===== src/design/ibsa_defs.svh =====
// What this block does
// - Test mode drives repeating bus pattern continuously
// - Address changes strobe low, data strobe high
// - Binary count pattern, 80 cycles on LSB
// - Extra lead pulse on upper data nibble
// - Location command: two hex digits, MSD first
// - Bad location argument unused, error reported
// - Location query returns current location
// - Data command: up to 16 bytes sent
// - Bad data pair skipped, error reported
// - Invalid location for data reports error
// - Data query reads bus at location
// - Token closing a list is consumed, not run as a command
// - Code 41 bad argument, 42 direction mismatch
// - First digit bits 7-4, second 3-0
`ifndef IBSA_DEFS_SVH
`define IBSA_DEFS_SVH
`define IBSA_CLK_MHZ    200
`define IBSA_PHASE_NS   100
`define IBSA_PHASE_CYC  ((`IBSA_PHASE_NS * `IBSA_CLK_MHZ + 999) / 1000)
`define IBSA_ERR_ARG    8'h29
`define IBSA_ERR_DIR    8'h2a
`define IBSA_RD_BIT     7
`define IBSA_LEAD_DATA  8'hf0
`define IBSA_LOC_RST    8'h00
`define IBSA_CNT_RST    8'hff
`endif


===== src/design/ibsa_pkg.sv =====
package ibsa_pkg;
	typedef enum logic [2:0] {
		TK_ADDR,
		TK_ADDR_Q,
		TK_DATA,
		TK_DATA_Q,
		TK_ARG,
		TK_END
	} ibsa_kind_t;
	typedef struct packed {
		ibsa_kind_t  kind;
		logic [7:0]  ch;
	} ibsa_tok_t;
	typedef struct packed {
		logic        is_err;
		logic [7:0]  code;
		logic [7:0]  data;
	} ibsa_resp_t;
	typedef struct packed {
		logic [7:0]  addr;
		logic [7:0]  dout;
		logic        oe;
		logic        strobe;
		logic        poll;
		logic        rd;
	} ibsa_bus_t;
	typedef enum logic [2:0] {
		S_IDLE,
		S_ARG,
		S_SET,
		S_STB,
		S_RESP,
		S_TEST
	} ibsa_st_t;
	typedef struct packed {
		ibsa_st_t    st;
		logic        tm1;
		logic        tm2;
		logic [7:0]  d1;
		logic [7:0]  d2;
		logic [7:0]  tmr;
		logic [1:0]  tph;
		logic [7:0]  tcnt;
		logic        tlead;
		logic        tstart;
		logic [7:0]  loc;
		logic [7:0]  pend;
		logic [3:0]  hi;
		logic        half;
		logic        badp;
		logic        mdata;
		logic [4:0]  pairs;
		logic        e41;
		logic        e42;
		ibsa_bus_t   bus;
		ibsa_resp_t  resp;
	} ibsa_state_t;
endpackage


===== src/design/ibsa_top.sv =====
`timescale 1ns/1ps
`include "ibsa_defs.svh"
module ibsa_top
	import ibsa_pkg::*;
#(
	parameter logic [4:0]   MAX_PAIRS = 5'h10,
	parameter logic [255:0] LOC_VALID = {256{1'b1}}
)(
	input  wire logic        sys_clk_i,
	input  wire logic        arst_n_i,
	input  wire logic        test_mode_i,
	input  wire logic        tok_valid_i,
	output      logic        tok_ready_o,
	input  wire ibsa_tok_t   tok_i,
	output      logic        resp_valid_o,
	input  wire logic        resp_ready_i,
	output      ibsa_resp_t  resp_o,
	output      ibsa_bus_t   bus_o,
	input  wire logic [7:0]  bus_din_i
);
	localparam logic [7:0] PH_LAST = 8'(`IBSA_PHASE_CYC - 1);
	localparam int         TGL_MAX = 2 * `IBSA_PHASE_CYC;
	ibsa_state_t r_reg;
	ibsa_state_t r_next;
	logic [4:0]  hx;
	logic        fire;
	logic        in_test;
	logic        tmr_end;
	logic        arg_end;
	function automatic logic [4:0] hexval(input logic [7:0] c);
		if (c >= 8'h30 && c <= 8'h39)
			return {1'b1, 4'(c - 8'h30)};
		else if (c >= 8'h41 && c <= 8'h46)
			return {1'b1, 4'(c - 8'h37)};
		else if (c >= 8'h61 && c <= 8'h66)
			return {1'b1, 4'(c - 8'h57)};
		return 5'h00;
	endfunction
	assign hx = hexval(tok_i.ch);
	assign in_test = (r_reg.st == S_TEST);
	assign tmr_end = (r_reg.tmr == PH_LAST);
	assign tok_ready_o = (r_reg.st == S_IDLE || r_reg.st == S_ARG) && !r_reg.tm2;
	assign fire = tok_valid_i && tok_ready_o;
	assign arg_end = fire && r_reg.st == S_ARG && tok_i.kind != TK_ARG;
	assign resp_valid_o = (r_reg.st == S_RESP);
	assign resp_o = r_reg.resp;
	assign bus_o = r_reg.bus;
	always_comb
	begin
		r_next = r_reg;
		r_next.tm1 = test_mode_i;
		r_next.tm2 = r_reg.tm1;
		// Status bits from polled assemblies may still move here
		r_next.d1 = bus_din_i;
		r_next.d2 = r_reg.d1;
		unique case (r_reg.st)
			S_IDLE:
			begin
				if (r_reg.tm2)
				begin
					r_next.st = S_TEST;
					r_next.tph = 2'h0;
					r_next.tmr = 8'h00;
					r_next.tcnt = `IBSA_CNT_RST;
					r_next.tlead = 1'b0;
					r_next.tstart = 1'b0;
					r_next.bus.oe = 1'b1;
				end
				else if (fire)
				begin
					r_next.resp = '0;
					r_next.half = 1'b0;
					r_next.badp = 1'b0;
					r_next.pairs = 5'h00;
					r_next.e41 = 1'b0;
					r_next.e42 = 1'b0;
					unique case (tok_i.kind)
						TK_ADDR, TK_DATA:
						begin
							r_next.st = S_ARG;
							r_next.mdata = (tok_i.kind == TK_DATA);
						end
						TK_ADDR_Q:
						begin
							r_next.st = S_RESP;
							r_next.resp.data = r_reg.loc;
						end
						TK_DATA_Q:
						begin
							if (!LOC_VALID[r_reg.loc]
								|| !r_reg.loc[`IBSA_RD_BIT])
							begin
								r_next.st = S_RESP;
								r_next.resp.is_err = 1'b1;
								r_next.resp.code = LOC_VALID[r_reg.loc]
									? `IBSA_ERR_DIR : `IBSA_ERR_ARG;
							end
							else
							begin
								r_next.st = S_SET;
								r_next.tmr = 8'h00;
								r_next.bus.addr = r_reg.loc;
								r_next.bus.rd = 1'b1;
								r_next.bus.oe = 1'b0;
							end
						end
						default:
							r_next.st = S_IDLE;
					endcase
				end
			end
			S_ARG:
			begin
				if (fire && tok_i.kind == TK_ARG)
				begin
					if (!r_reg.half)
					begin
						r_next.half = 1'b1;
						r_next.hi = hx[3:0];
						r_next.badp = !hx[4];
					end
					else
					begin
						r_next.half = 1'b0;
						r_next.pairs = (r_reg.pairs == 5'h1f) ? r_reg.pairs
							: 5'(r_reg.pairs + 5'h01);
						if (r_reg.badp || !hx[4])
							r_next.e41 = 1'b1;
						else if (!r_reg.mdata)
							r_next.pend = {r_reg.hi, hx[3:0]};
						else if (r_reg.pairs >= MAX_PAIRS)
							r_next.e41 = 1'b1;
						else if (!LOC_VALID[r_reg.loc])
							r_next.e41 = 1'b1;
						else if (r_reg.loc[`IBSA_RD_BIT])
							r_next.e42 = 1'b1;
						else
						begin
							r_next.st = S_SET;
							r_next.tmr = 8'h00;
							r_next.bus.addr = r_reg.loc;
							r_next.bus.dout = {r_reg.hi, hx[3:0]};
							r_next.bus.oe = 1'b1;
							r_next.bus.rd = 1'b0;
						end
					end
				end
				else if (arg_end)
				begin
					// Any other token closes the argument list
					r_next.st = S_IDLE;
					if (!r_reg.mdata && !r_reg.half && !r_reg.e41
						&& r_reg.pairs == 5'h01)
						r_next.loc = r_reg.pend;
					if (r_reg.half || r_reg.e41 || r_reg.e42
						|| (!r_reg.mdata && r_reg.pairs != 5'h01))
					begin
						r_next.st = S_RESP;
						r_next.resp.is_err = 1'b1;
						r_next.resp.code = (r_reg.e42 && !r_reg.e41
							&& !r_reg.half) ? `IBSA_ERR_DIR : `IBSA_ERR_ARG;
					end
				end
			end
			S_SET, S_STB:
			begin
				r_next.tmr = 8'(r_reg.tmr + 8'h01);
				if (tmr_end)
				begin
					r_next.tmr = 8'h00;
					r_next.bus.strobe = (r_reg.st == S_SET);
					r_next.st = S_STB;
				end
				if (tmr_end && r_reg.st == S_STB)
				begin
					r_next.bus.oe = 1'b0;
					r_next.bus.rd = 1'b0;
					r_next.st = r_reg.bus.rd ? S_RESP : S_ARG;
					r_next.resp.data = r_reg.d2;
				end
			end
			S_RESP:
				if (resp_ready_i)
					r_next.st = S_IDLE;
			S_TEST:
			begin
				r_next.tmr = 8'(r_reg.tmr + 8'h01);
				if (!r_reg.tm2)
				begin
					r_next.st = S_IDLE;
					r_next.bus.strobe = 1'b0;
					r_next.bus.poll = 1'b0;
					r_next.bus.oe = 1'b0;
				end
				else if (tmr_end)
				begin
					r_next.tmr = 8'h00;
					r_next.tph = 2'(r_reg.tph + 2'h1);
					r_next.bus.strobe = r_next.tph[1];
					if (r_reg.tph == 2'h0)
					begin
						r_next.tstart = 1'b1;
						r_next.bus.poll = !r_reg.bus.poll;
						if (r_reg.tlead)
						begin
							r_next.tlead = 1'b0;
							r_next.tcnt = 8'h00;
							r_next.bus.addr = 8'h00;
						end
						else if (r_reg.tcnt == 8'hff)
						begin
							r_next.tlead = 1'b1;
							r_next.bus.addr = 8'h00;
						end
						else
						begin
							r_next.tcnt = 8'(r_reg.tcnt + 8'h01);
							r_next.bus.addr = 8'(r_reg.tcnt + 8'h01);
						end
					end
					else if (r_reg.tph == 2'h2)
						r_next.bus.dout = r_reg.tlead ? `IBSA_LEAD_DATA
							: r_reg.tcnt;
				end
			end
			default:
				r_next.st = S_IDLE;
		endcase
	end
	always_ff @(posedge sys_clk_i or negedge arst_n_i)
	begin
		if (!arst_n_i)
		begin
			r_reg <= '0;
			r_reg.st <= S_IDLE;
			r_reg.loc <= `IBSA_LOC_RST;
			r_reg.tcnt <= `IBSA_CNT_RST;
		end
		else
			r_reg <= r_next;
	end
endmodule // ibsa_top


===== config.mk =====
export PLATFORM = sky130hd
export DESIGN_NAME = ibsa_top
export DESIGN_NICKNAME = d
export VERILOG_FILES = /design/src/design/ibsa_pkg.sv /design/src/design/ibsa_top.sv
export VERILOG_INCLUDE_DIRS = /design/src /design/src/design
export SDC_FILE = /design/constraint.sdc
export NUM_CORES = 1
export LEC_CHECK = 0
export ABC_AREA = 1
export BUFFER_PORTS_ARGS = -buffer_cell sky130_fd_sc_hd__buf_2
export CORE_UTILIZATION = 40
export CTS_BUF_LIST = sky130_fd_sc_hd__clkbuf_8
export DETAILED_ROUTE_END_ITERATION = 6
export PLACE_DENSITY = 0.61
export SLEW_MARGIN = 0
export SYNTH_ARGS = -nofsm -noshare
export SYNTH_HDL_FRONTEND = slang
export SYNTH_SLANG_ARGS = --single-unit

===== constraint.sdc =====
create_clock -name sys_clk_i -period 2.2 [get_ports sys_clk_i]
set_input_delay 0.33 -clock sys_clk_i [delete_from_list [all_inputs] [get_ports sys_clk_i]]
set_output_delay 0.33 -clock sys_clk_i [all_outputs]
set_load 0.01 [all_outputs]

=== Yosys cells after proc, flatten, opt, wreduce, memory -nomap -nowiden ===
Memories as Yosys holds them, arrays and structs flattened.
Index checks and enable logic that the tools add are counted.
W data, S select, Z words.

* Output and inout port bits: 39
* Bits of input ports: 24
* Flip-flop bits (word level): 107
* Memories: 1
* Memory bits (read-only): 256

{| class="wikitable"
|+ Memory list
! memory !! words !! width !! rd ports !! clocked after Yosys merged registers in !! wr ports !! line !! text
|-
| (name not given) || 256 || 1 || 1 || 0 || 0 || ibsa_top.sv:133 || <nowiki>else if (!LOC_VALID[r_reg.loc])</nowiki>
|}

* Add/subtract/negate cells: 7
* Reductions and logical operators: 64
* $lt $le $gt $ge: 8
* Bitwise logic cells: 5
* Equal/unequal tests: 60
* Multiplexer cells: 114

{| class="wikitable"
|+ Operator list
! kind !! number
|-
| $mux W8 || 23
|-
| $mux W18 || 7
|-
| $mux W3 || 17
|-
| $mux W24 || 2
|-
| $mux W9 || 5
|-
| $mux W20 || 2
|-
| $ne A2 B2 Y1 const B || 19
|-
| $ne A3 B3 Y1 const B || 11
|-
| $mux W16 || 2
|-
| $pmux W8 S2 || 2
|-
| $pmux W8 S4 || 1
|-
| $mux W1 || 28
|-
| $reduce_and A13 Y1 || 2
|-
| $mux W5 || 5
|-
| $pmux W12 S2 || 1
|-
| $pmux W8 S3 || 1
|-
| $reduce_and A11 Y1 || 2
|-
| $mux W10 || 2
|-
| $ne A2 B1 Y1 const B || 10
|-
| $reduce_and A4 Y1 || 5
|-
| $mux W19 || 1
|-
| $pmux W9 S2 || 1
|-
| $reduce_and A6 Y1 || 3
|-
| $mux W17 || 1
|-
| 47 further kinds || 105
|}

=== Longest topological paths before layout ===
* Word-level depth: 14
* Gate-level depth with buffers: 13
* Depth with buffers taken out: 12

=== Worst setup path before layout ===
Ideal clock, no wire load.

* Path kind: flip-flop to flip-flop
* From: register r_reg[79] (netlist name)
* To: register r_reg[72] (netlist name)
* Arrival time: 1.666 ns
* Required time: 2.121 ns
* Path slack: 0.456 ns
* Stages on the path, launching flop included: 11
* Cells stage by stage: dfrtp_1 > ha_1 > nor3b_1 > nand2_1 > inv_1 > nand2_1 > o21ai_2 > inv_2 > nor2_4 > o21ai_0 > o21ai_0

* Word-level cells in the longest chain between the ends: 3

{| class="wikitable"
|+ Ends and longest elaborated chain
! what !! line !! text
|-
| from (decl) || ibsa_top.sv:23 || <nowiki>ibsa_state_t r_reg;</nowiki>
|-
| from (signal assigned) || ibsa_top.sv:240 || <nowiki>r_reg <= r_next;</nowiki>
|-
| $eq A8 B5 Y1 || ibsa_top.sv:41 || <nowiki>assign tmr_end = (r_reg.tmr == PH_LAST);</nowiki>
|-
| $ne A2 B1 Y1 (no line) || n/a ||
|-
| $reduce_and A6 Y1 (no line) || n/a ||
|}

No other way between the ends.
A chain may end at the register's enable or synchronous reset.

=== Worst setup path after layout ===
* From: register r_reg[105] (netlist name)
* To: register r_reg[70] (netlist name)

* Word-level cells in the longest chain between the ends: 3
* Elaborated cells between the ends (all ways): 10
* Classes of those cells: 6 x eq/ne; 1 x mux; 3 x reduce/logical

{| class="wikitable"
|+ Ends and longest elaborated chain
! what !! line !! text
|-
| $eq A3 B3 Y1 or $logic_not A3 Y1 (tied branches) || ibsa_top.sv:56 || <nowiki>unique case (r_reg.st)</nowiki>
|-
| $ne A3 B3 Y1 (no line), or another cell as far along || n/a ||
|-
| $reduce_and A6 Y1 (no line) || n/a ||
|}

Parallel ways exist; a longest one is shown, timed or not.

==> results.json <==
{
  "status": "finished, final reports clean",
  "synth.most_common_cell": "nand2_1",
  "clockBufferDepth": 2,
  "end_kind": "flop",
  "clk_pin_slew_ps": 100,
  "synth-edff-count": 0,
  "drt_wl_total_um": 14400,
  "max_stage_delay_ps": 530,
  "r2r_setup_slack_ps": 200,
  "crit_arrival_ps": 2320,
  "relSlewSlack": 0.579,
  "dpl.cell_count": 961,
  "p_int_mw": 3.65,
  "final_cells": 978,
  "yosysUniqueCellTypes": 43,
  "slew_violations": 0,
  "largest_reg_flops": 61,
  "r2r-end": "r_reg[70]$_DFFE_PN1P_",
  "critPathTopFamily": "simple AND/OR/NAND/NOR gates",
  "rsz0062_at_grt": "false",
  "p_switching_mw": 2.95,
  "dieArea_sq_mm": 0.0148,
  "p_seq_frac": 0.397,
  "path_cells": "inv_2 > nor2_4 > nand2_2 > nor2_4 > nand2_1 > o21ai_2 > inv_2 > nor2_4 > nor2_1 > a21oi_1",
  "crit_fanout": 9,
  "first_global_vias": 4793,
  "drt_pass1_iterations": 5,
  "timing.fmax_mhz": 500,
  "synth_area_leaders": "dfrtp_1 41%, nand2_1 15%, nand3_1 5.3%, buf_4 5.0%, inv_1 4.3%",
  "grtUsageTotal": 0.208,
  "regArea_sq_mm": 0.00254,
  "yosysSeqAreaShare": 0.444,
  "post_route_cells_drive_above_1_share": 0.203,
  "critical_path.startpoint": "r_reg[105]$_DFFE_PN0P_",
  "critPathRequiredTime_ps": 2520,
  "synth_top_family_by_area": "simple AND/OR/NAND/NOR gates",
  "synth-xor-area-share": 0.00460,
  "tightest_slew_ps": 629,
  "cts.sinks": 101,
  "diodes": 0,
  "setup_violations": 0,
  "route.vias.total": 4924,
  "total_power_mw": 6.60,
  "cp_slowest_cell": "dfrtp_1",
  "skew_ps": 16.3,
  "syn_area_sq_mm": 0.00571,
  "grt_pass1_wl_um": 23500,
  "root_buffer": "clkbuf_8",
  "cts_buffers": 9,
  "vias_per_cell": 5.03,
  "utilization": 0.460,
  "p_comb_frac": 0.425,
  "syn2layout_area_growth_pct": 11.7,
  "hold_path_depth": 1,
  "yosys-top-cells-count": "229 x nand2_1, 93 x dfrtp_1, 65 x inv_1",
  "synth_top_area_cell": "dfrtp_1",
  "drc": 0,
  "synth_fa_ha_area_frac": 0.0241,
  "period_share": 0.910,
  "start_util": 0.412,
  "reg2regPathDepth": 10,
  "setup_tns_ps": 0,
  "r2r-start": "r_reg[105]$_DFFE_PN0P_",
  "synth_compound_area_frac": 0.0854,
  "io_pins": 63,
  "htreeDepth": 3,
  "syn_avg_cell_area_sq_um": 7.75,
  "hold_viol": 0,
  "cp_num_buf_inv": 2,
  "globalplace.congestion": 0.923,
  "synth_top_area_frac": 0.407,
  "synthCells": 737,
  "switching_share": 0.447,
  "drtIter0Drc": 464,
  "hpwl_um": 11200,
  "grt_max_degree": 48,
  "endpoint": "r_reg[70]$_DFFE_PN1P_",
  "port_buffers": 58,
  "multiInputGateArea_sq_mm": 0.00258,
  "synth-simple-area-share": 0.332,
  "die_height_um": 122,
  "p_per_area_mw_per_mm2": 1030,
  "p_leak_nw": 3.33,
  "synth_warnings": 0,
  "ys_async_sr_fraction": 1.00,
  "cp.depth": 10,
  "tritoncts": "yes",
  "synth-main-ff-cell": "dfrtp_1",
  "ys_ff_latch": 101,
  "num-nets-final": 828,
  "clockPowerShare": 0.178,
  "hold_path.class": "primary input to flop",
  "cap_violations": 0,
  "wl_per_cell_um": 14.8,
  "path_common_cell": "nor2_4",
  "overflow": 0,
  "synthMuxAreaShare": 0,
  "peakVddDrop_mv": 0.493,
  "antenna_found_initial": 0,
  "die_x_um": 122,
  "clkLatencyLatePin_ps": 400,
  "num-fill-cells": 1412,
  "rows": 43,
  "core_sq_mm": 0.0139,
  "final.min_clock_period_ps": 2000,
  "ant_nets": 0,
  "cp-start-kind": "flop",
  "path_class": "flop to flop"
}
## cell families after synthesis
family,after synthesis
compound gates,87
xor+xnor,3
fa+ha+maj,11
buf+inv,124
flops,101
other cells,1
simple gates,410
## how the worst min path moves through the flow
stage	from	to	slack, ps
detailed placement	arst_n_i	r_reg[83]$_DFFE_PN0P_	310
floorplan	arst_n_i	bus_o[0]$_DFFE_PN0P_	30
CTS	bus_din_i[6]	r_next[93]$_DFF_PN0_	10
finish	bus_din_i[2]	r_next[89]$_DFF_PN0_	30
global route	bus_din_i[2]	r_next[89]$_DFF_PN0_	2
global placement	arst_n_i	r_reg[83]$_DFFE_PN0P_	310
## power groups by stage
stage	Sequential, mW	Combinational (mW)	Clock (mW)
6_report	2.62	2.81	1.18
5_1_grt	2.66	3.13	1.28
4_1_cts	2.61	2.77	1.22
3_5_place_dp	2.65	2.76	0
3_3_place_gp	2.64	2.73	0
2_1_floorplan	2.48	2.20	0
## per-stage QoR
stage               worst slack, ps  area, sq um  hold WS, ps
floorplan                       456         5720         34.4
global placement                189         6160          305
detailed placement              127         6160          310
CTS                             178         6370         13.5
global route                  0.997         6380         2.43
finish                          198         6380         30.3
## metal layers
layer | wire length [um] | track usage | vias to the layer above | share of wire
met5 | 0 | 0 | - | 0
met4 | 297 | 0.0756 | 0 | 0.021
met3 | 638 | 0.0414 | 21 | 0.044
met2 | 7000 | 0.344 | 122 | 0.48
met1 | 6500 | 0.269 | 2333 | 0.45
li1 | - | - | 2448 | -
## placed cells by master (no fill, tap or decap), types with 3 or more instances in the layout
cell type,count
nand2_1,229
ha_1,11
clkbuf_8,10
dfstp_2,8
buf_2,57
conb_1,4
buf_4,33
nand2_2,11
inv_1,65
nor2_1,56
nand3_2,4
dfrtp_1,93
inv_2,8
a22oi_1,8
o21ai_0,46
xor2_1,3
nand3_1,61
a21oi_1,14
o21ai_1,7
nor2_4,8
nand4_1,17
nor3_1,9
## cell type report
type	count	share of cell area
flip-flops and latches	101	0.398
inverters	74	0.0435
repair buffers	92	0.0882
well taps	180	0.0353
clock buffers	10	0.0216
clock inverters	6	0.00961
multi-input cells	515	0.404
## worst register-to-register path, delay by kind of cell (launching register included)
kind / cells / cell delay, ps
AO/OA/AOI/OAI: 2 / 300
AND/OR/NAND/NOR: 6 / 920
flip-flops: 1 / 530
buffers and inverters: 2 / 190
## repair_timing
action	CTS	global route
setup endpoints to repair	0	10
hold buffers	1	0
hold endpoints to repair	30	0
resized for setup	0	3
setup buffers	0	0
Power figures use the tool's default switching activity.
